==> src/logic/flac_pkg.sv <==
// Constants, encodings and helpers shared by the flash lock checker.
package flac_pkg;

    // ------------------------------------------------------------------
    // Widths and addresses
    // ------------------------------------------------------------------
    localparam int         PAGE_W        = 5;
    localparam int         LOCK_W        = 8;
    localparam logic [4:0] LOCK_PAGE_DEF = 5'h1E;

    // ------------------------------------------------------------------
    // Request encodings
    // ------------------------------------------------------------------
    localparam logic [1:0] OP_READ       = 2'h0;
    localparam logic [1:0] OP_WRITE      = 2'h1;
    localparam logic [1:0] OP_ERASE      = 2'h2;
    localparam logic [1:0] OP_FULL_ERASE = 2'h3;
    localparam logic       SRC_FIRMWARE  = 1'h0;
    localparam logic       SRC_DEBUG     = 1'h1;

    // ------------------------------------------------------------------
    // Reset values
    // ------------------------------------------------------------------
    localparam logic [7:0] LOCK_ERASED   = 8'hFF;

    // A page is locked when its lock bit is clear; the lock page follows
    // whenever any bit is clear, and pages past it are never lockable.
    function automatic logic page_locked(input logic [7:0] lock,
                                         input logic [4:0] page,
                                         input logic [4:0] lock_page);
        logic any;
        any = ~&lock;
        if (page == lock_page) begin
            page_locked = any;
        end else if (page < 5'(LOCK_W)) begin
            page_locked = ~lock[page[2:0]];
        end else begin
            page_locked = 1'b0;
        end
    endfunction : page_locked

endpackage : flac_pkg
==> src/logic/flac_lock_store.sv <==
// Non-volatile lock byte image and the lock state latched at reset.
`timescale 1ns/1ps
module flac_lock_store (
    input  wire logic       clock_in,
    input  wire logic       rstn_in,
    input  wire logic       dev_reset_in,
    input  wire logic       wr_en_in,
    input  wire logic [7:0] wr_data_in,
    input  wire logic       full_erase_in,
    output logic      [7:0] stored_out,
    output logic      [7:0] active_out,
    output logic            written_out
);

    logic boot_q;

    // Stored byte and its written mark; a full erase returns both.
    always_ff @(posedge clock_in or negedge rstn_in) begin
        if (!rstn_in) begin
            stored_out  <= flac_pkg::LOCK_ERASED;
            written_out <= 1'b0;
        end else if (full_erase_in) begin
            stored_out  <= flac_pkg::LOCK_ERASED;
            written_out <= 1'b0;
        end else if (wr_en_in) begin
            stored_out  <= wr_data_in;
            written_out <= 1'b1;
        end
    end

    // The checks use a copy taken only at a device reset or on the first clock after rstn_in, and set to erased by a full erase,
    // so firmware cannot change its own rights mid-run.
    always_ff @(posedge clock_in or negedge rstn_in) begin
        if (!rstn_in) begin
            active_out <= flac_pkg::LOCK_ERASED;
            boot_q     <= 1'b1;
        end else begin
            boot_q <= 1'b0;
            if (full_erase_in) begin
                active_out <= flac_pkg::LOCK_ERASED;
            end else if (boot_q || dev_reset_in) begin
                active_out <= stored_out;
            end
        end
    end

endmodule : flac_lock_store

==> config.mk <==
export PLATFORM = sky130hd
export DESIGN_NAME = flac_lock_store
export DESIGN_NICKNAME = d
export VERILOG_FILES = /design/src/logic/flac_pkg.sv /design/src/logic/flac_lock_store.sv
export SDC_FILE = /design/constraint.sdc
export NUM_CORES = 1
export LEC_CHECK = 0
export ABC_AREA = 1
export BUFFER_PORTS_ARGS = -buffer_cell sky130_fd_sc_hd__buf_4
export CORE_MARGIN = 1
export CORE_UTILIZATION = 46
export DETAILED_ROUTE_END_ITERATION = 7
export GPL_TIMING_DRIVEN = 0
export PLACE_DENSITY = 0.75
export SYNTH_ARGS = -nofsm -noshare
export SYNTH_HDL_FRONTEND = slang
export SYNTH_SLANG_ARGS = --single-unit
==> constraint.sdc <==
create_clock -name clock_in -period 1 [get_ports clock_in]
set_input_delay 0 -clock clock_in [delete_from_list [all_inputs] [get_ports clock_in]]
set_output_delay 0 -clock clock_in [all_outputs]
set_load 0.03 [all_outputs]
==> results.yml, run 1 <==
status:
  status: "finished with violations"
  violations: "DRC"
worst_setup_path:
  rr_startpoint: "boot_q$_DFF_PN1_"
  crit_path_start_kind: "flop"
  worstPathCellList: "buf_6"
  crit_slowest_cell: "dfstp_2"
  critPathCaptureType: "primary output"
  r2r_slack_ns: 0.11
  r2r_cells: 4
  crit_family: "flip-flops"
  cp.depth: 1
  regToRegEndpoint: "active_out[0]$_DFFE_PN1P_"
  cp_max_fo: 2
  path_buf_inv: 1
  critPathMaxStageDelay_ns: 0.56
  worst-setup-path-type: "flop to primary output"
  cp.required_ns: 1.00
  crit_arrival_ns: 0.98
placed_design:
  dp_hpwl_mm: 1.10
  place_ws_ns: 0.123
  dpl_cell_area_um2: 1030
  portBuffers: 27
  finalWeightedCongestion: 0.692
synthesis:
  synth_seq_area_share: 0.587
  synth_top_area_share: 0.556
  yosys.cell_count.top_type: "nand2_1"
  synth_largest_area_cell: "dfstp_2"
  synth_cell_types: 16
  mappedNetlistArea_um2: 803
  ys_dominant_reg_cell: "dfstp_2"
  synth_warnings: 0
  avgSynthCellArea_um2: 9.45
  synth.ff_latch_count: 18
  synthArstFlopShare: 1.00
  synth_edf_count: 0
  synth.area.top_cells: "dfstp_2, nand2_1, a21oi_1"
  synth_common_cells: "nand2_1, dfstp_2, inv_1"
  netlist_instances: 85
  syn-num-nets: 98
sta:
  whs_ns: 0.0459
  drv_slew: 0
  tns_ns: 0
  fin_skew_ns: 0.00433
  rsz0062_at_grt: "yes"
  hold_violations: 0
  setup_viol: 0
  min_period_ns: 0.978
  min_period_over_period: 0.978
  setup_ws_ns: 0.0219
  fmax_mhz: 1020
power_and_ir_drop:
  p_leak_nw: 0.618
  power_density_nw_per_um2: 1420
  peakVddDrop_mv: 1.15
hold_path:
  hp-class: "input port to flop"
  worstHoldStart: "wr_en_in"
  whs_path_depth: 3
  hold_end: "written_out$_DFFE_PN0P_"
clocking:
  clkSlewWorstSetupHoldPaths_ns: 0.11
  cts.htree.levels: 1
  cts_buffers: 3
  clk-insertion-delay-late_ns: 0.29
  cts_sinks: 18
  cts_setup_buffers: 0
  tritoncts: "built"
  clockBufferDepth: 2
  cts-root-buf: "clkbuf_4"
die:
  start_util: 0.510
  fp.dieW_um: 43.8
  io_pins: 30
  die_h_um: 43.8
  fp.coreArea_um2: 1580
  rows: 14
  die-area_um2: 1920
finish:
  diodes: 0
  fin_util: 0.782
  syn2layout_area_growth_pct: 53.4
  final_layout_size_suffix_gt1_frac: 0.449
  num-nets-final: 141
  fillers: 97
  stdcell_area_um2: 1230
global_routing:
  grt_max_degree: 19
  antenna_found_initial: 0
  grt_pass1_vias: 581
  grt_usage: 0.188
  grt.overflow.total: 0
  grt_pass1_wl_mm: 2.59
routing:
  final_antenna_net_count: 0
  drt-total-wl_mm: 1.64
  dr.first_iter.drc_count: 17
  drc: 2
  viasPerCell: 4.66
  dr.pass1.iters: 6
  wire_per_inst_um: 11.5
  vias: 666
job:
  drv_cap: 0
-- where the power goes --
part	leakage, nW	switching [W]	internal [W]	total [W]
sequential	0.192	0.0000394	0.000823	0.000862
combinational	0.406	0.000242	0.000200	0.000442
clock	0.0210	0.000224	0.000222	0.000445
total	0.618	0.000505	0.00124	0.00175
-- how the worst max path moves through the flow --
stage | startpoint | to | slack (ns)
floorplan | stored_out[5]$_DFFE_PN1P_ | active_out[5]$_DFFE_PN1P_ | 0.11
global placement | boot_q$_DFF_PN1_ | active_out[4]$_DFFE_PN1P_ | 0.14
detailed placement | boot_q$_DFF_PN1_ | active_out[0]$_DFFE_PN1P_ | 0.12
CTS | active_out[0]$_DFFE_PN1P_ | active_out[0] | 0.00002
global route | stored_out[4]$_DFFE_PN1P_ | stored_out[4] | -0.01
finish | stored_out[1]$_DFFE_PN1P_ | stored_out[1] | 0.02
-- layer usage --
layer  up-vias  global-route usage  part of all wire
met5         -                   0                 0
met4         0              0.0938            0.0049
met3         2              0.0250             0.050
met2        22               0.290              0.48
met1       294               0.259              0.47
li1        348                   -                 -
-- sequential cells by signal, summed over array words and instances (netlist names) --
signal,cells
boot_q,1
written_out,1
active_out,8
stored_out,8
-- area by class of cell --
class	instances	area, um^2	share of cell area
Tap cell	16	20.0	0.0162
Clock buffer	4	36.3	0.0294
Inverter	10	45.0	0.0365
Buffer	3	31.3	0.0254
Multi-Input combinational cell	54	255	0.207
Sequential cell	18	472	0.383
Timing Repair Buffer	38	373	0.303
-- cell families (layout without fill, tap and decap cells) --
kind of cell / Yosys count / count (layout) / share of synthesized area
AO/OA/AOI/OAI: 16 / 16 / 0.0997
flip-flops: 18 / 18 / 0.587
other: 1 / 1 / 0.00467
AND/OR/NAND/NOR: 37 / 37 / 0.213
buffers and inverters: 13 / 55 / 0.0950
-- repair_timing --
| item | CTS | global route |
|---|---|---|
| endpoints found under the hold margin | 35 | 0 |
| gates resized for setup | 0 | 16 |
| endpoints found under the setup margin | 0 | 16 |
| hold buffers | 11 | 0 |
-- through the flow --
step	power, W	std cells
after detailed placement	0.00124	128
after CTS	0.00172	143
final	0.00175	143
after global placement	0.00123	128
after global routing	0.00182	143
after floorplan	0.00109	85
-- placed cells by master, fill, tap and decap left out, drive strengths merged --
master | netlist | final
buf | 3 | 30
nand2 | 26 | 26
dfstp | 17 | 17
dlygate4sd3 | 0 | 11
inv | 10 | 10
a21oi | 8 | 8
o21ai | 8 | 8
nand3 | 8 | 8
clkbuf | 0 | 4
nor2 | 3 | 3
conb | 1 | 1
dfrtp | 1 | 1
No activity file was read; power rests on OpenSTA's default activity.
==> inputs of run 2 (changes only) <==
--- a/config.mk
+++ b/config.mk
@@ -8,10 +8,10 @@
 export ABC_AREA = 1
 export BUFFER_PORTS_ARGS = -buffer_cell sky130_fd_sc_hd__buf_4
 export CORE_MARGIN = 1
-export CORE_UTILIZATION = 46
+export CORE_UTILIZATION = 40
 export DETAILED_ROUTE_END_ITERATION = 7
 export GPL_TIMING_DRIVEN = 0
-export PLACE_DENSITY = 0.75
+export PLACE_DENSITY = 0.67
 export SYNTH_ARGS = -nofsm -noshare
 export SYNTH_HDL_FRONTEND = slang
 export SYNTH_SLANG_ARGS = --single-unit
==> run 2 against run 1 <==
- clock-buffer cell count is the same
- cell area grew 0.71%
- first-iteration DRC count down 47%
- final cell count up 7.0%
- flip-flop and latch count is the same
- routed wire length rose by 8.7%
- register-to-register slack worse by 0.03 ns
- critical path type unchanged
- clock skew up 0.0075 ns
- utilization is 9.3 points lower
- largest cell class unchanged
- non-clock buffer count increased by 1
- fmax shrank 1.4%
- via count increased by 3.9%
- the flow now finishes without violations
==> results.yml, run 2 (synthesized netlist as in run 1, its figures left out) <==
routing:
  viasPerCell: 4.52
  vias: 692
  final_antenna_net_count: 0
  drt-total-wl_mm: 1.78
  dr.first_iter.drc_count: 9
  dr.pass1.iters: 4
  drc: 0
  wire_per_inst_um: 11.7
global_routing:
  grt_max_degree: 19
  grt_pass1_vias: 669
  antenna_found_initial: 0
  grt.overflow.total: 0
  grt_usage: 0.186
  grt_pass1_wl_mm: 2.86
worst_setup_path:
  path_buf_inv: 1
  crit_path_start_kind: "flop"
  cp.required_ns: 1.00
  critPathMaxStageDelay_ns: 0.57
  r2r_slack_ns: 0.08
  worstPathCellList: "buf_6"
  worst-setup-path-type: "flop to primary output"
  critPathCaptureType: "primary output"
  cp_max_fo: 2
  crit_slowest_cell: "dfstp_2"
  crit_arrival_ns: 0.99
  crit_family: "flip-flops"
sta:
  rsz0062_at_grt: "yes"
  tns_ns: 0
  fmax_mhz: 1010
  drv_slew: 0
  min_period_ns: 0.992
  whs_ns: 0.0478
  hold_violations: 0
  fin_skew_ns: 0.0118
  setup_viol: 0
  min_period_over_period: 0.992
die:
  fp.coreArea_um2: 1800
  fp.dieW_um: 46.8
  start_util: 0.446
  die_h_um: 46.8
  rows: 15
  io_pins: 30
  die-area_um2: 2190
finish:
  syn2layout_area_growth_pct: 54.5
  fillers: 170
  final_layout_size_suffix_gt1_frac: 0.445
  final_cell_mix: "nand2_1, buf_6, dfstp_2"
  diodes: 0
  reg.largest.list: "active_out (8), stored_out (8)"
  final_cells: 153
  final_common_cell: "nand2_1"
  num-nets-final: 142
placed_design:
  dp_cells: 137
  dp_hpwl_mm: 1.11
  finalWeightedCongestion: 0.689
  portBuffers: 27
clocking:
  cts.htree.levels: 1
  clockBufferDepth: 2
  tritoncts: "built"
  cts_buffers: 3
  cts-root-buf: "clkbuf_4"
  clk-insertion-delay-late_ns: 0.29
  cts_sinks: 18
  clkSlewWorstSetupHoldPaths_ns: 0.11
power_and_ir_drop:
  power_density_nw_per_um2: 1350
  peakVddDrop_mv: 0.903
  p_leak_nw: 0.618
  power.total_w: 0.00168
job:
  drv_cap: 0
hold_path:
  hp-class: "input port to flop"
status:
  status: "complete, no violations"
-- run 2: final timing paths --
path                                           start                   endpoint  cells after the start
max                        stored_out[0]$_DFFE_PN1P_              stored_out[0]                      1
min                                         wr_en_in    written_out$_DFFE_PN0P_                      3
max reg2reg                         boot_q$_DFF_PN1_  active_out[5]$_DFFE_PN1P_                      4
min reg2reg                active_out[5]$_DFFE_PN1P_  active_out[5]$_DFFE_PN1P_                      2
max in group asynchronous                    rstn_in  stored_out[1]$_DFFE_PN1P_                      2
min in group asynchronous                    rstn_in    written_out$_DFFE_PN0P_                      2
-- run 2: what timing repair did --
item / 4_1_cts / 5_1_grt
endpoints found under the setup margin: 2 / 17
endpoints found under the hold margin: 35 / 0
buffers inserted: 0 / 1
hold buffers: 11 / 0
gates resized for setup: 2 / 14
pin swaps: 0 / 1
-- run 2: metrics by stage --
step | setup slack (ns) | area [um^2] | utilization
finish | 0.00781 | 1240 | 0.689
global route | -0.0323 | 1240 | 0.689
CTS | 0.000613 | 1180 | 0.656
detailed placement | 0.116 | 1040 | 0.576
global placement | 0.131 | 1040 | 0.576
floorplan | 0.112 | 803 | -
-- run 2: cell type report --
type / instances / area (um^2) / share of cell area
plain buffers: 3 / 31.3 / 0.0252
clock buffers: 4 / 26.3 / 0.0212
inverters: 10 / 45.0 / 0.0363
multi-input cells: 54 / 255 / 0.206
flip-flops and latches: 18 / 472 / 0.380
well taps: 25 / 31.3 / 0.0252
repair buffers: 39 / 380 / 0.306
-- run 2: routing by layer --
metal | global-route usage | up-vias | wire length [um]
met3 | 0.0346 | 2 | 83
li1 | - | 355 | -
met2 | 0.292 | 23 | 855
met1 | 0.258 | 312 | 836
met5 | 0 | - | 0
met4 | 0.0686 | 0 | 8
-- run 2: power breakdown --
| group | switching (W) | internal [W] |
|---|---|---|
| clock | 0.000218 | 0.000155 |
| combinational | 0.000244 | 0.000202 |
| sequential | 0.0000394 | 0.000823 |
-- run 2: tightest hold or removal path, stage by stage --
cell	delay (ns)
buf_2	0.16
nor2_1	0.11
nor2_1	0.04
==> inputs of run 3 (changes only) <==
--- a/config.mk
+++ b/config.mk
@@ -5,7 +5,6 @@
 export SDC_FILE = /design/constraint.sdc
 export NUM_CORES = 1
 export LEC_CHECK = 0
-export ABC_AREA = 1
 export BUFFER_PORTS_ARGS = -buffer_cell sky130_fd_sc_hd__buf_4
 export CORE_MARGIN = 1
 export CORE_UTILIZATION = 40
==> run 3 against run 2 <==
- final cell count is 9.8% lower
- non-clock buffer count up 5
- clock skew shrank 0.0081 ns
- global-route usage increased by 0.68 points
- die area is 0.60% lower
- the flow now finishes with violations (setup timing)
- hold slack better by 0.011 ns
- setup slack got worse by 0.0080 ns
- highest routed layer unchanged
- clock power is 22% higher
- sequential power down 2.8%
- first-iteration DRC count is 11% higher
- via count is 2.7% higher
- synthesized area fell by 0.62%
==> results.yml, run 3 <==
synthesis:
  synth.ff_latch_count: 18
  synth_edf_count: 0
  syn-num-nets: 82
  synth_largest_area_cell: "dfstp_2"
  synthArstFlopShare: 1.00
  avgSynthCellArea_um2: 11.6
  netlist_instances: 69
  synth.area.top_cells: "dfstp_2, a211o_2, nor2b_1"
  yosys.cell_count.top_type: "dfstp_2"
  synth_common_cells: "dfstp_2, nor2_1, a21oi_1, nor2b_1, nor4_1"
  synth_warnings: 0
  synth_cell_types: 12
  ys_dominant_reg_cell: "dfstp_2"
  mappedNetlistArea_um2: 798
  synth_seq_area_share: 0.591
  synth_top_area_share: 0.560
global_routing:
  grt_max_degree: 19
  grt.overflow.total: 0
  grt_usage: 0.193
  antenna_found_initial: 0
  grt_pass1_vias: 655
  grt_pass1_wl_mm: 2.82
worst_setup_path:
  crit_arrival_ns: 1.00
  worst-setup-path-type: "flop to primary output"
  critPathMaxStageDelay_ns: 0.57
  crit_family: "flip-flops"
  cp.depth: 1
  path_buf_inv: 1
  r2r_cells: 3
  critPathCaptureType: "primary output"
  worstPathCellList: "buf_6"
  crit_slowest_cell: "dfstp_2"
  cp.required_ns: 1.00
  crit_path_start_kind: "flop"
  cp_max_fo: 3
finish:
  fillers: 146
  final_cell_mix: "buf_6, dfstp_2, buf_4"
  final_layout_size_suffix_gt1_frac: 0.646
  fin_util: 0.714
  syn2layout_area_growth_pct: 61.1
  final_common_cell: "buf_6"
  num-nets-final: 127
  reg.largest.list: "active_out (8), stored_out (8)"
  diodes: 0
routing:
  drc: 0
  dr.first_iter.drc_count: 10
  wire_per_inst_um: 13.8
  viasPerCell: 5.15
  final_antenna_net_count: 0
  drt-total-wl_mm: 1.91
  vias: 711
  dr.pass1.iters: 4
sta:
  fmax_mhz: 1000
  min_period_over_period: 1.00
  setup_viol: 1
  tns_ns: -0.000143
  setup_ws_ns: -0.000143
  drv_slew: 0
  rsz0062_at_grt: "yes"
  hold_violations: 0
  min_period_ns: 1.00
  fin_skew_ns: 0.00365
clocking:
  clockBufferDepth: 2
  tritoncts: "built"
  cts_sinks: 18
  cts_buffers: 3
  cts-root-buf: "clkbuf_4"
  cts.htree.levels: 1
  clk-insertion-delay-late_ns: 0.30
  clkSlewWorstSetupHoldPaths_ns: 0.10
die:
  start_util: 0.443
  fp.coreArea_um2: 1800
  die-area_um2: 2180
  fp.dieW_um: 46.7
  io_pins: 30
  die_h_um: 46.7
  rows: 15
power_and_ir_drop:
  p_comb_frac: 0.236
  p_seq_frac: 0.495
  power_density_nw_per_um2: 1320
  internal-power_w: 0.00122
  switchingPower_w: 0.000468
  switching_share: 0.276
  peakVddDrop_mv: 0.790
  p_leak_nw: 0.541
  clockPowerShare: 0.269
status:
  status: "finished with violations"
  violations: "setup timing"
placed_design:
  place_ws_ns: -0.0603
  finalWeightedCongestion: 0.718
  portBuffers: 27
  dp_hpwl_mm: 1.12
hold_path:
  whs_path_depth: 3
  hp-class: "input port to flop"
job:
  drv_cap: 0
==> run 3: cell types whose count changed in the layout (fill, tap and decap cells not counted), moves of 3 or more <==
| cell | delta |
|---|---|
| nand2_1 | -22 |
| inv_1 | -9 |
| nand3_1 | -8 |
| nor2_1 | +8 |
| nor2b_1 | +8 |
| o21ai_1 | -8 |
| a211o_2 | +7 |
| a21oi_1 | -7 |
| a21oi_2 | +7 |
| nor4_1 | +7 |
| buf_4 | +3 |
| buf_6 | +3 |
| nand2_2 | -3 |
==> run 3: power groups by stage <==
stage / Combinational (W) / Sequential [W] / Clock (W)
5_1_grt: 0.000426 / 0.000844 / 0.000496
4_1_cts: 0.000387 / 0.000836 / 0.000466
6_report: 0.000400 / 0.000838 / 0.000455
3_5_place_dp: 0.000320 / 0.000840 / 0
3_3_place_gp: 0.000318 / 0.000839 / 0
2_1_floorplan: 0.000105 / 0.000924 / 0
==> run 3: final timing paths <==
path | startpoint | endpoint | slack (ns)
hold / removal | full_erase_in | active_out[3]$_DFFE_PN1P_ | 0.06
max in group asynchronous | rstn_in | stored_out[7]$_DFFE_PN1P_ | 0.65
setup reg to reg | boot_q$_DFF_PN1_ | active_out[6]$_DFFE_PN1P_ | 0.04
setup / recovery | stored_out[1]$_DFFE_PN1P_ | stored_out[1] | -0.0001
hold reg to reg | written_out$_DFFE_PN0P_ | written_out$_DFFE_PN0P_ | 0.51
min in group asynchronous | rstn_in | written_out$_DFFE_PN0P_ | 0.09
==> run 3: logic make-up after synthesis <==
kind of cell,after synthesis,synth area share
and+or+nand+nor,27,0.180
DFF,18,0.591
AOI/OAI and AO/OA,16,0.149
buffers and inverters,7,0.0752
other,1,0.00470
==> run 3: cell type report <==
type | count | area [um^2] | share of cell area
Timing Repair Buffer | 41 | 393 | 0.305
Sequential cell | 18 | 472 | 0.367
Clock buffer | 4 | 36.3 | 0.0282
Multi-Input combinational cell | 44 | 299 | 0.232
Tap cell | 25 | 31.3 | 0.0243
Buffer | 6 | 55.1 | 0.0428
==> run 3: repair_timing <==
action	in CTS	in global routing
endpoints found under the setup margin	21	19
hold buffers	10	0
gates resized for setup	18	6
endpoints found under the hold margin	32	0
gates cloned	0	0
buffers inserted	3	1
==> run 3: routing by layer <==
layer  vias up  track usage  wire length (um)
met3         5       0.0235                54
met4         0        0.103                39
met1       354        0.245               813
li1        332            -                 -
met5         -            0                 0
met2        20        0.317               998
==> run 3: metrics by stage <==
step | total power, W | cells | cell area (um^2) | hold slack [ns]
CTS | 0.00169 | 137 | 1250 | 0.0504
floorplan | 0.00103 | 69 | 801 | -0.296
finish | 0.00169 | 138 | 1290 | 0.0590
global route | 0.00177 | 138 | 1290 | 0.0664
global placement | 0.00116 | 121 | 1030 | -0.123
detailed placement | 0.00116 | 121 | 1030 | -0.120
